`config.mk`:
```
export PLATFORM = sky130hd
export DESIGN_NAME = flash_command_status_unit
export DESIGN_NICKNAME = d
export VERILOG_FILES = /design/src/flash_ctl_pkg.sv /design/src/flash_bus_cycle.sv /design/src/flash_command_status_unit.sv
export VERILOG_INCLUDE_DIRS = /design/src
export SDC_FILE = /design/constraint.sdc
export NUM_CORES = 1
export LEC_CHECK = 0
export BUFFER_PORTS_ARGS = -buffer_cell sky130_fd_sc_hd__buf_2
export CORE_MARGIN = 4
export CORE_UTILIZATION = 43
export CTS_CLUSTER_SIZE = 12
export DETAILED_ROUTE_END_ITERATION = 8
export PLACE_DENSITY = 0.62
export SLEW_MARGIN = 20
export SYNTH_ARGS = -nofsm -noshare
export SYNTH_HDL_FRONTEND = slang
export SYNTH_SLANG_ARGS = --single-unit
```
`constraint.sdc`:
```
create_clock -name i_clk -period 4.4 [get_ports i_clk]
set_clock_uncertainty 0.05 [all_clocks]
set_input_delay 0.88 -clock i_clk [delete_from_list [all_inputs] [get_ports i_clk]]
set_output_delay 0.88 -clock i_clk [all_outputs]
set_load 0.02 [all_outputs]
```
`src/flash_ctl_defs.svh`:
```
`ifndef FLASH_CTL_DEFS_SVH
`define FLASH_CTL_DEFS_SVH

// ------------------------------------------------------------
// software registers of the controller
// ------------------------------------------------------------
`define REG_CMD 4'h0
`define REG_ADDR 4'h1
`define REG_DATA 4'h2
`define REG_STATUS 4'h3
`define REG_RDATA 4'h4
`define REG_POLLS 4'h5
`define REG_RDATA_RESET 16'h0000

// command codes written to REG_CMD
`define OP_READ 4'h1
`define OP_RESET 4'h2
`define OP_IDENT 4'h3
`define OP_PROGRAM 4'h4
`define OP_ERASE 4'h5

// ------------------------------------------------------------
// device command words and unlock addresses
// ------------------------------------------------------------
`define UNLOCK_ADDR1 16'h0555
`define UNLOCK_ADDR2 16'h02aa
`define UNLOCK_DATA1 16'h00aa
`define UNLOCK_DATA2 16'h0055
`define CMD_READ_RESET 16'h00f0
`define CMD_IDENTIFY 16'h0090
`define CMD_WORD_WRITE 16'h00a0
`define CMD_ERASE_SETUP 16'h0080
`define CMD_ERASE_CONFIRM 16'h0010

// ------------------------------------------------------------
// device status bit positions
// ------------------------------------------------------------
`define ST_POLL_BIT 7
`define ST_TOGGLE_BIT 6
`define ST_FAIL_BIT 5
`define ST_TIMER_BIT 3
`define ST_ERASE_TOGGLE_BIT 2
`define ST_VALID_MASK 16'h00ec

// ------------------------------------------------------------
// timing
// ------------------------------------------------------------
`define CLK_MHZ 20
`define RESET_WAIT_US 10
`define RESET_WAIT_CYC (`RESET_WAIT_US * `CLK_MHZ)
// strobe phase length in clock cycles
`define PHASE_CYC 4'h2

`endif

```
`src/flash_ctl_pkg.sv`:
```
package flash_ctl_pkg;

  typedef struct packed {
    logic [15:0] addr;
    logic [15:0] dout;
    logic dout_en;
    logic ce_n;
    logic oe_n;
    logic we_n;
  } flash_pins_s;

  typedef struct packed {
    logic we;
    logic re;
    logic [3:0] addr;
    logic [15:0] wdata;
  } sw_req_s;

  typedef enum logic [2:0] {
    CYC_IDLE,
    CYC_SETUP,
    CYC_STROBE,
    CYC_HOLD,
    CYC_DONE
  } cycle_state_e;

  typedef enum logic [2:0] {
    SEQ_IDLE,
    SEQ_WRITE,
    SEQ_READ,
    SEQ_POLL,
    SEQ_WAIT,
    SEQ_FINISH
  } seq_state_e;

endpackage

```
`src/flash_bus_cycle.sv`:
```
`timescale 1ns/10ps
`include "flash_ctl_defs.svh"

// one read or write cycle on the flash pins, framed by setup and hold phases
module flash_bus_cycle (
  input wire logic i_clk,
  input wire logic i_reset_n,
  input wire logic i_start,
  input wire logic i_write,
  input wire logic [15:0] i_addr,
  input wire logic [15:0] i_wdata,
  input wire logic [15:0] i_din,
  output flash_ctl_pkg::flash_pins_s o_pins,
  output logic [15:0] o_rdata,
  output logic o_done
);

  flash_ctl_pkg::cycle_state_e state;
  logic [3:0] cnt;
  logic wr;

  always_ff @(posedge i_clk or negedge i_reset_n) begin
    if (!i_reset_n) begin
      state <= flash_ctl_pkg::CYC_IDLE;
      cnt <= 4'h0;
      wr <= 1'b0;
    end else begin
      case (state)
        flash_ctl_pkg::CYC_IDLE: begin
          if (i_start) begin
            wr <= i_write;
            cnt <= `PHASE_CYC;
            state <= flash_ctl_pkg::CYC_SETUP;
          end
        end
        flash_ctl_pkg::CYC_SETUP,
        flash_ctl_pkg::CYC_STROBE,
        flash_ctl_pkg::CYC_HOLD: begin
          if (cnt == 4'h1) begin
            cnt <= `PHASE_CYC;
            if (state == flash_ctl_pkg::CYC_SETUP) begin
              state <= flash_ctl_pkg::CYC_STROBE;
            end else if (state == flash_ctl_pkg::CYC_STROBE) begin
              state <= flash_ctl_pkg::CYC_HOLD;
            end else begin
              state <= flash_ctl_pkg::CYC_DONE;
            end
          end else begin
            cnt <= cnt - 4'h1;
          end
        end
        flash_ctl_pkg::CYC_DONE: state <= flash_ctl_pkg::CYC_IDLE;
        default: state <= flash_ctl_pkg::CYC_IDLE;
      endcase
    end
  end

  // ------------------------------------------------------------
  // pins
  // ------------------------------------------------------------
  // address and data held stable across the whole strobe, so the device
  // latches address on the falling and data on the rising edge
  always_ff @(posedge i_clk or negedge i_reset_n) begin
    if (!i_reset_n) begin
      o_pins <= '{addr: 16'h0000, dout: 16'h0000, dout_en: 1'b0,
                  ce_n: 1'b1, oe_n: 1'b1, we_n: 1'b1};
    end else if (state == flash_ctl_pkg::CYC_IDLE && i_start) begin
      o_pins.addr <= i_addr;
      o_pins.dout <= i_wdata;
      o_pins.dout_en <= i_write;
      o_pins.ce_n <= 1'b0;
    end else if (state == flash_ctl_pkg::CYC_SETUP && cnt == 4'h1) begin
      o_pins.we_n <= !wr;
      o_pins.oe_n <= wr;
    end else if (state == flash_ctl_pkg::CYC_STROBE && cnt == 4'h1) begin
      o_pins.we_n <= 1'b1;
      o_pins.oe_n <= 1'b1;
    end else if (state == flash_ctl_pkg::CYC_HOLD && cnt == 4'h1) begin
      o_pins.ce_n <= 1'b1;
      o_pins.dout_en <= 1'b0;
    end
  end

  always_ff @(posedge i_clk or negedge i_reset_n) begin
    if (!i_reset_n) begin
      o_rdata <= 16'h0000;
      o_done <= 1'b0;
    end else begin
      o_done <= (state == flash_ctl_pkg::CYC_HOLD) && (cnt == 4'h1);
      if (state == flash_ctl_pkg::CYC_STROBE && cnt == 4'h1 && !wr) begin
        o_rdata <= i_din;
      end
    end
  end

endmodule // flash_bus_cycle

```
`src/flash_command_status_unit.sv`:
```
// The register offsets and the plain strobed port are this design's own decisions.
`timescale 1ns/10ps
`include "flash_ctl_defs.svh"

// What this block does
// - wait 10us after reset from program/erase
// - unlock pair AAh@555h then 55h@2AAh
// - unlock in cycles 1-2, erase also 4-5
// - program: unlock, A0h@555h, address/data write
// - erase: unlock, 80h, unlock, 10h@555h
// - host masks reserved status bits 0,1,4
module flash_command_status_unit (
  input wire logic i_clk,
  input wire logic i_reset_n,
  input wire logic i_wr,
  input wire logic i_rd,
  input wire logic [3:0] i_addr,
  input wire logic [15:0] i_wdata,
  output logic [15:0] o_rdata,
  input wire logic [15:0] i_flash_din,
  output logic [15:0] o_flash_addr,
  output logic [15:0] o_flash_dout,
  output logic o_flash_dout_en,
  output logic o_flash_ce_n,
  output logic o_flash_oe_n,
  output logic o_flash_we_n
);

  flash_ctl_pkg::seq_state_e state;
  flash_ctl_pkg::flash_pins_s pins;
  logic [15:0] cyc_rdata;
  logic cyc_done;
  logic cyc_start;
  logic cyc_write;
  logic [15:0] cyc_addr;
  logic [15:0] cyc_wdata;
  logic [3:0] op;
  logic [15:0] tgt_addr;
  logic [15:0] tgt_data;
  logic [2:0] step;
  logic [2:0] nsteps;
  logic [15:0] last_read;
  logic [15:0] result;
  logic [15:0] polls;
  logic busy;
  logic failed;
  logic done;
  logic [15:0] wait_cnt;

  flash_bus_cycle u_cycle (
    .i_clk(i_clk),
    .i_reset_n(i_reset_n),
    .i_start(cyc_start),
    .i_write(cyc_write),
    .i_addr(cyc_addr),
    .i_wdata(cyc_wdata),
    .i_din(i_flash_din),
    .o_pins(pins),
    .o_rdata(cyc_rdata),
    .o_done(cyc_done)
  );

  // ------------------------------------------------------------
  // write sequence table
  // ------------------------------------------------------------
  // unlocks always use the full 555h/2AAh addresses; the device only
  // compares bits 0..10, so upper bits zero is always safe
  always_comb begin
    cyc_write = 1'b1;
    cyc_addr = `UNLOCK_ADDR1;
    cyc_wdata = `UNLOCK_DATA1;
    case (step)
      3'h0: cyc_wdata = `UNLOCK_DATA1;
      3'h1: begin
        cyc_addr = `UNLOCK_ADDR2;
        cyc_wdata = `UNLOCK_DATA2;
      end
      3'h2: begin
        case (op)
          `OP_IDENT: cyc_wdata = `CMD_IDENTIFY;
          `OP_PROGRAM: cyc_wdata = `CMD_WORD_WRITE;
          `OP_ERASE: cyc_wdata = `CMD_ERASE_SETUP;
          default: cyc_wdata = `CMD_READ_RESET;
        endcase
      end
      3'h3: begin
        if (op == `OP_PROGRAM) begin
          cyc_addr = tgt_addr;
          cyc_wdata = tgt_data;
        end
      end
      3'h4: begin
        cyc_addr = `UNLOCK_ADDR2;
        cyc_wdata = `UNLOCK_DATA2;
      end
      3'h5: cyc_wdata = `CMD_ERASE_CONFIRM;
      default: cyc_wdata = `CMD_READ_RESET;
    endcase
    if (state != flash_ctl_pkg::SEQ_WRITE) begin
      cyc_write = 1'b0;
      cyc_addr = tgt_addr;
    end
  end

  assign cyc_start = (state == flash_ctl_pkg::SEQ_WRITE ||
                      state == flash_ctl_pkg::SEQ_READ ||
                      state == flash_ctl_pkg::SEQ_POLL) && !cyc_done;

  // ------------------------------------------------------------
  // sequencer
  // ------------------------------------------------------------
  always_ff @(posedge i_clk or negedge i_reset_n) begin
    if (!i_reset_n) begin
      state <= flash_ctl_pkg::SEQ_IDLE;
      op <= 4'h0;
      step <= 3'h0;
      nsteps <= 3'h0;
      tgt_addr <= 16'h0000;
      tgt_data <= 16'h0000;
      wait_cnt <= 16'h0000;
    end else begin
      case (state)
        flash_ctl_pkg::SEQ_IDLE: begin
          if (i_wr && i_addr == `REG_ADDR) begin
            tgt_addr <= i_wdata;
          end
          if (i_wr && i_addr == `REG_DATA) begin
            tgt_data <= i_wdata;
          end
          if (i_wr && i_addr == `REG_CMD) begin
            op <= i_wdata[3:0];
            step <= 3'h0;
            case (i_wdata[3:0])
              `OP_READ: state <= flash_ctl_pkg::SEQ_READ;
              `OP_RESET: begin
                // single-cycle form, no unlock needed
                step <= 3'h2;
                nsteps <= 3'h3;
                state <= flash_ctl_pkg::SEQ_WRITE;
              end
              `OP_IDENT: begin
                nsteps <= 3'h3;
                state <= flash_ctl_pkg::SEQ_WRITE;
              end
              `OP_PROGRAM: begin
                nsteps <= 3'h4;
                state <= flash_ctl_pkg::SEQ_WRITE;
              end
              `OP_ERASE: begin
                nsteps <= 3'h6;
                state <= flash_ctl_pkg::SEQ_WRITE;
              end
              default: state <= flash_ctl_pkg::SEQ_IDLE;
            endcase
          end
        end
        flash_ctl_pkg::SEQ_WRITE: begin
          if (cyc_done) begin
            if (step + 3'h1 == nsteps) begin
              if (op == `OP_PROGRAM || op == `OP_ERASE) begin
                state <= flash_ctl_pkg::SEQ_POLL;
              end else if (op == `OP_IDENT) begin
                state <= flash_ctl_pkg::SEQ_READ;
              end else if (busy) begin
                // reset after a failed program or erase operation
                wait_cnt <= 16'(`RESET_WAIT_CYC);
                state <= flash_ctl_pkg::SEQ_WAIT;
              end else begin
                state <= flash_ctl_pkg::SEQ_FINISH;
              end
            end else begin
              step <= step + 3'h1;
            end
          end
        end
        flash_ctl_pkg::SEQ_READ: begin
          if (cyc_done) begin
            state <= flash_ctl_pkg::SEQ_FINISH;
          end
        end
        flash_ctl_pkg::SEQ_POLL: begin
          // done when two successive reads agree, or fail seen
          if (cyc_done && (done || failed)) begin
            state <= flash_ctl_pkg::SEQ_FINISH;
          end
        end
        flash_ctl_pkg::SEQ_WAIT: begin
          if (wait_cnt == 16'h0001) begin
            state <= flash_ctl_pkg::SEQ_FINISH;
          end
          wait_cnt <= wait_cnt - 16'h0001;
        end
        flash_ctl_pkg::SEQ_FINISH: state <= flash_ctl_pkg::SEQ_IDLE;
        default: state <= flash_ctl_pkg::SEQ_IDLE;
      endcase
    end
  end

  // ------------------------------------------------------------
  // status interpretation
  // ------------------------------------------------------------
  // compare only the defined status bits, reserved ones masked
  logic [15:0] masked_now;
  logic [15:0] masked_last;
  assign masked_now = cyc_rdata & `ST_VALID_MASK;
  assign masked_last = last_read & `ST_VALID_MASK;
  assign done = (polls != 16'h0000) && (masked_now == masked_last) &&
                !cyc_rdata[`ST_FAIL_BIT];

  always_ff @(posedge i_clk or negedge i_reset_n) begin
    if (!i_reset_n) begin
      last_read <= 16'h0000;
      polls <= 16'h0000;
      failed <= 1'b0;
      busy <= 1'b0;
    end else begin
      if (state == flash_ctl_pkg::SEQ_IDLE && i_wr && i_addr == `REG_CMD) begin
        polls <= 16'h0000;
        if (i_wdata[3:0] == `OP_PROGRAM || i_wdata[3:0] == `OP_ERASE) begin
          failed <= 1'b0;
        end
      end
      if (state == flash_ctl_pkg::SEQ_POLL) begin
        busy <= 1'b1;
        if (cyc_done) begin
          last_read <= cyc_rdata;
          polls <= polls + 16'h0001;
          // bit 5 set with still-toggling data means the operation
          // failed; the only way out is a read/reset
          if (cyc_rdata[`ST_FAIL_BIT] && !done) begin
            failed <= 1'b1;
          end
        end
      end
      if (state == flash_ctl_pkg::SEQ_POLL && cyc_done && done) begin
        busy <= 1'b0;
      end
      if (state == flash_ctl_pkg::SEQ_WAIT && wait_cnt == 16'h0001) begin
        busy <= 1'b0;
        failed <= 1'b0;
      end
    end
  end

  // ------------------------------------------------------------
  // software read port
  // ------------------------------------------------------------
  always_ff @(posedge i_clk or negedge i_reset_n) begin
    if (!i_reset_n) begin
      result <= `REG_RDATA_RESET;
    end else if ((state == flash_ctl_pkg::SEQ_READ ||
                  state == flash_ctl_pkg::SEQ_POLL) && cyc_done) begin
      result <= cyc_rdata;
    end
  end

  always_ff @(posedge i_clk or negedge i_reset_n) begin
    if (!i_reset_n) begin
      o_rdata <= 16'h0000;
    end else if (i_rd) begin
      case (i_addr)
        `REG_CMD: o_rdata <= {12'h000, op};
        `REG_ADDR: o_rdata <= tgt_addr;
        `REG_DATA: o_rdata <= tgt_data;
        `REG_STATUS: o_rdata <= {13'h0, failed, busy,
                                 state != flash_ctl_pkg::SEQ_IDLE};
        `REG_RDATA: o_rdata <= result;
        `REG_POLLS: o_rdata <= polls;
        default: o_rdata <= 16'h0000;
      endcase
    end else begin
      o_rdata <= 16'h0000;
    end
  end

  // outputs come from flops inside the cycle engine
  assign o_flash_addr = pins.addr;
  assign o_flash_dout = pins.dout;
  assign o_flash_dout_en = pins.dout_en;
  assign o_flash_ce_n = pins.ce_n;
  assign o_flash_oe_n = pins.oe_n;
  assign o_flash_we_n = pins.we_n;

endmodule // flash_command_status_unit

```
Word-level counts from Yosys, hierarchy flattened --
Index checks and enable logic that the tools add are counted.
Word-level totals: flip-flop bits (word level) 180, bits of input ports 40, word-level logic and storage cells 190
Cells by class: add/sub/neg operators 4, eq/ne operators 44, muxes and demuxes 58, bitwise operators 1, reduce and logical (&&, ||, !) cells 59
Operators with widths (number):
- 16-bit two-way mux | 12
- 16-bit one-hot mux with 6 select lines | 1
- 16-bit one-hot mux with 5 select lines | 1
- 16-bit one-hot mux with 2 select lines | 2
- 3-bit two-way mux | 15
- 4-bit by 3-bit == test with 1-bit output, second input constant | 6
- 7-bit one-hot mux with 3 select lines | 1
- 4-bit by 2-bit == test with 1-bit output, second input constant | 5
- 1-bit logical AND | 19
- 3-bit by 2-bit == test with 1-bit output, second input constant | 6
- 16-bit by 1-bit adder with 16-bit output, second input constant | 1
- 16-bit by 1-bit == test with 1-bit output, second input constant | 1
- 2-bit by 1-bit != test with 1-bit output, second input constant | 8
- 2-bit AND reduction | 8
- 16-bit nonzero test | 1
- 16-bit by 1-bit subtractor with 16-bit output, second input constant | 1
- 3-bit one-hot mux with 5 select lines | 1
- 2-bit two-way mux | 7
- 4-bit by 1-bit == test with 1-bit output, second input constant | 3
- 2-bit != test, second input constant | 6
- 3-bit one-hot mux with 2 select lines | 2
- 6-bit AND reduction | 2
- 1-bit two-way mux | 11
- 2-bit nonzero test | 5
- other kinds (22) | 41

Logic depth before layout (Yosys ltp) --
depth in word-level cells 9, gate-level depth with buffers 8, mapped depth without buffers 7

Cells and area by module --
Synthesis repeated with hierarchy kept, for this count alone.
Unflattened totals: cells, all modules 746, area, all modules 8463.1 sq um
By module, submodules not included:
- flash_command_status_unit | instances 1, cells an instance 583, area each 5954.5 sq um, sequential area each 2902.8 sq um
- flash_bus_cycle | instances 1, cells an instance 163, area each 2508.7 sq um, sequential area each 1530.2 sq um

Worst setup path after synthesis --
Ideal clock, no wire load.
path kind input-to-reg, start point input i_addr[0], end point register tgt_data[10], library setup time 0.125 ns, data arrival time 2.354 ns, data required time 4.225 ns, slack 1.872 ns, cell stages on the path 5, buffers on the path 2, cells stage by stage buf_2 nor4b_2 nand3_1 clkbuf_1 mux2_2
On the way: longest elaborated chain between the ends 3
RTL lines:
- start, declared | line flash_command_status_unit.sv:17 | input wire logic [3:0] i_addr,
- 4-bit by 2-bit == test with 1-bit output
- 1-bit logical AND (no source line)
- 2-bit AND reduction (no source line)
- end signal, assigned | line flash_command_status_unit.sv:128 | tgt_data <= i_wdata;
- end, declared | line flash_command_status_unit.sv:39 | logic [15:0] tgt_data;
Every way passes these cells. A chain may end at the register's enable or synchronous reset.

Worst setup path after layout --
start point register step[0], end point register wait_cnt[14]
On the way: longest elaborated chain between the ends 4
RTL lines:
- start, declared | line flash_command_status_unit.sv:40 | logic [2:0] step;
- start signal, assigned | line flash_command_status_unit.sv:172 | step <= step + 3'h1;
- 3-bit by 1-bit adder with 3-bit output | line flash_command_status_unit.sv:159 | if (step + 3'h1 == nsteps) begin
- 3-bit == test | line flash_command_status_unit.sv:159
- 2-bit by 1-bit != test with 1-bit output (no source line)
- 6-bit AND reduction (no source line)
- end signal, assigned | line flash_command_status_unit.sv:166 | wait_cnt <= 16'(`RESET_WAIT_CYC);
- end signal, assigned | line flash_command_status_unit.sv:191 | wait_cnt <= wait_cnt - 16'h0001;
- end, declared | line flash_command_status_unit.sv:48 | logic [15:0] wait_cnt;
Every way passes these cells.

==> impl_summary.txt <==
----------------------------------------------------
[Worst hold path]
  Worst hold path startpoint ... u_cycle.o_pins[34]
  Worst min-delay path category ... reg2reg

[Final layout]
  Final core area utilization ... 0.503
  Number of nets in the layout ... 890
  Final standard cell count with taps included and fillers excluded ... 1086
  Number of antenna diodes ... 0
  Layout-stage area growth over the synthesis result ... 14.8%
  Layout cell share with drive strength beyond 1 ... 0.250

[Status]
  Result of the run ... finished clean

[Yosys]
  Register area share after synthesis ... 0.538
  Top-area cell type share of the netlist area ... 0.529
  Mean Syn Cell Area ... 10.9 um2
  Synth async-reset ratio ... 1.00
  Post-Syn Area ... 0.00823 mm2
  Gate count after technology mapping ... 756
  Number of storage elements in the synthesis netlist ... 177
  Number of warnings reported in the yosys synthesis log ... 0
  Synthesized netlist net count ... 807
  Number of enable-type register cells in the synthesized netlist ... 0
  Biggest area contributors in the synthesized netlist ... dfrtp_1 53%, mux2_2 9.2%, nand2_1 4.2%
  Number of different library cells in the post-synthesis netlist ... 69
  Post-synth top flop ... dfrtp_1
  Yosys top cell by area ... dfrtp_1

[Clocking]
  TritonCTS Buffers ... 17
  Count of buffers added by post-CTS timing repair for setup ... 0
  Post-cts sizing count ... 0
  H-tree lvl count ... 4
  Hold Buf Count CTS ... 0
  Clock transition at the registers of the reported paths ... 0.07 ns
  Number of clock sinks ... 177
  Root buf cell ... clkbuf_16
  Clock tree from TritonCTS ... built
  Latest clock arrival within the worst-skew pair ... 0.42 ns
  Clock tree buffer depth ... 2

[STA]
  Setup repair after global routing missed its margin ... false
  Minimum period implied by the final worst setup slack ... 2.82 ns
  Number of endpoints with negative hold slack in the final report ... 0
  Hold slack ... 0.409 ns
  Transition time at the pin with the least slew margin ... 0.948 ns
  Number of slew-limit violations in the final report ... 0
  Portion of the clock cycle consumed by the worst path in the final layout ... 0.640
  Achievable Freq ... 0.355 GHz
  Worst-case headroom to the max-slew limit ... 0.359
  Final setup fails ... 0
  Setup TNS Final ... 0 ns
  Final worst setup slack ... 1.58 ns

[Power and ir drop]
  Maximum VDD drop ... 0.000291 V
  Static power due to leakage ... 4.32 nW
  Power per Cell Area ... 612 mW/mm2

[Placement]
  Number of cells after detailed placement ... 1054
  Input/output buffers ... 91
  DP Wirelength ... 14400 um
  Final Wtd Congestion ... 0.858
  Dpl ws ... 1.38 ns

[Routing]
  Remaining routing DRC violations ... 0
  Antenna violation net count after detailed routing ... 0
  Number of DRC markers in iteration 0 ... 484
  Total length of routed wires ... 19900 um
  Pre-antenna DRT Iters ... 6
  Post-DR wirelength/cell ... 18.3 um
  Avg Vias per Cell ... 5.54
  Total vias in the final route ... 6018

[Critical path]
  Critical path class ... reg2reg
  Endpoint kind of the worst setup timing path ... flip-flop
  Arr. time, crit path ... 3.12 ns
  Kind of launch point of the worst setup path ... flip-flop
  Launching point of the worst reg2reg path ... step[0]
  Largest fanout on the critical path ... 15
  Register-to-register path setup slack ... 1.58 ns
  Data required, critical path ... 4.70 ns
  Start point of the critical path ... step[0]

[Floorplanning]
  Floorplan core area ... 0.0188 mm2
  Number of ports placed on the die boundary ... 92
  Horizontal extent of the die ... 146 um
  Std-Cell Rows ... 50
  Area of the die ... 0.0214 mm2
  Vertical die dimension ... 146 um
  Starting density of the core ... 0.439

[GRT]
  Number of global-route vias before repair ... 5961
  Global-route wire length before repair ... 32500 um
  Overflow left after global routing ... 0
  Largest net degree at the start of global routing ... 101
  Combined global-route utilization of all metal layers ... 0.190
  Number of antenna violations at the first check in global routing ... 0

[Run]
  Number of max-capacitance violations reported ... 0

----------------------------------------------------
power breakdown:
part / switching, mW / internal (mW) / leakage [nW]
Clock: 0.645 / 0.743 / 0.262
Sequential: 0.559 / 2.14 / 2.24
Combinational: 0.944 / 0.755 / 1.81
Total: 2.15 / 3.64 / 4.32
cell type report:
| class | instances | area [um2] |
|---|---|---|
| Fill cell | 1711 | 9320 |
| Sequential cell | 177 | 4430 |
| Multi-Input combinational cell | 530 | 3600 |
| Timing Repair Buffer | 99 | 534 |
| Clock buffer | 21 | 450 |
| Tap cell | 234 | 293 |
| Clock inverter | 11 | 80.1 |
| Inverter | 14 | 52.6 |
critical path: stages (launching register included):
cell	delay, ns
dfrtp_1	0.44
ha_1	0.23
ha_1	0.31
xor2_1	0.22
a41oi_2	0.43
or2_1	0.43
or4_1	0.48
a21oi_1	0.15
cell families after synthesis:
kind of cell,after synthesis,synth area share
XOR/XNOR,26,0.0277
AO/OA/AOI/OAI,163,0.130
multiplexers,74,0.100
buffers and inverters,49,0.0237
flip-flops,177,0.538
adder cells (fa/ha/maj),11,0.0167
AND/OR/NAND/NOR,256,0.163
final timing paths:
kind                       cells after the start                  to
hold / removal                                 2  u_cycle.o_pins[34]
setup reg to reg                               7        wait_cnt[14]
hold reg to reg                                2  u_cycle.o_pins[34]
max in group asynchronous                      2          o_rdata[6]
min in group asynchronous                      1         wait_cnt[3]
setup / recovery                               7        wait_cnt[14]
routing by layer:
metal  GRT usage  part of all wire  vias up
met2       0.282              0.45      161
met1       0.279              0.48     2928
met4      0.0673             0.019        0
li1            -                 -     2906
met3      0.0360             0.051       23
met5           0                 0        -
layout by cell type (no fill, tap or decap), types with 4 or more instances in the layout:
master     Yosys  final
a21o_1         4      4
a21oi_1       38     38
a22o_1        12     12
a22oi_1       25     25
a31oi_1        4      4
and2_1         4      4
and3_1         8      8
buf_2          9     90
buf_4          0      7
clkbuf_16      0     17
clkinv_2       0      4
dfrtp_1      174    174
ha_1          11     11
inv_1         14     14
inv_6          0      4
mux2_2        67     67
mux2i_1        7      7
nand2_1       93     93
nand2b_1       9      9
nand3_1       24     24
nand3b_1       5      5
nand4_1        6      6
nor2_1        41     41
nor3_1        15     15
nor3b_1        6      6
nor4_1        12     12
o21ai_0       46     46
or3_1          6      6
xnor2_1       16     16
xor2_1        10     10
synthesized netlist by cell type, drive strengths merged (12+ instances only):
cell	instances
dfrtp	174
nand2	93
mux2	67
o21ai	46
nor2	42
a21oi	38
a22oi	25
clkbuf	24
nand3	24
xnor2	16
nor3	15
inv	14
nor4	14
a22o	12
metrics by stage:
step           power, mW  instance area (um2)
2_1_floorplan       3.85                 8230
3_3_place_gp        4.39                 8920
3_5_place_dp        4.43                 8920
4_1_cts             5.83                 9450
5_1_grt             6.18                 9450
6_report            5.79                 9450
registers in the layout, summed over array words and instances, names as in the netlist:
name / cells
busy: 1
failed: 1
last_read: 5
nsteps: 3
o_rdata: 16
op: 4
polls: 16
result: 16
state: 3
step: 3
tgt_addr: 16
tgt_data: 16
u_cycle.cnt: 4
u_cycle.o_done: 1
u_cycle.o_pins: 36
u_cycle.o_rdata: 16
u_cycle.state: 3
u_cycle.wr: 1
wait_cnt: 16
Note: power is estimated with default switching activity, not from simulation.
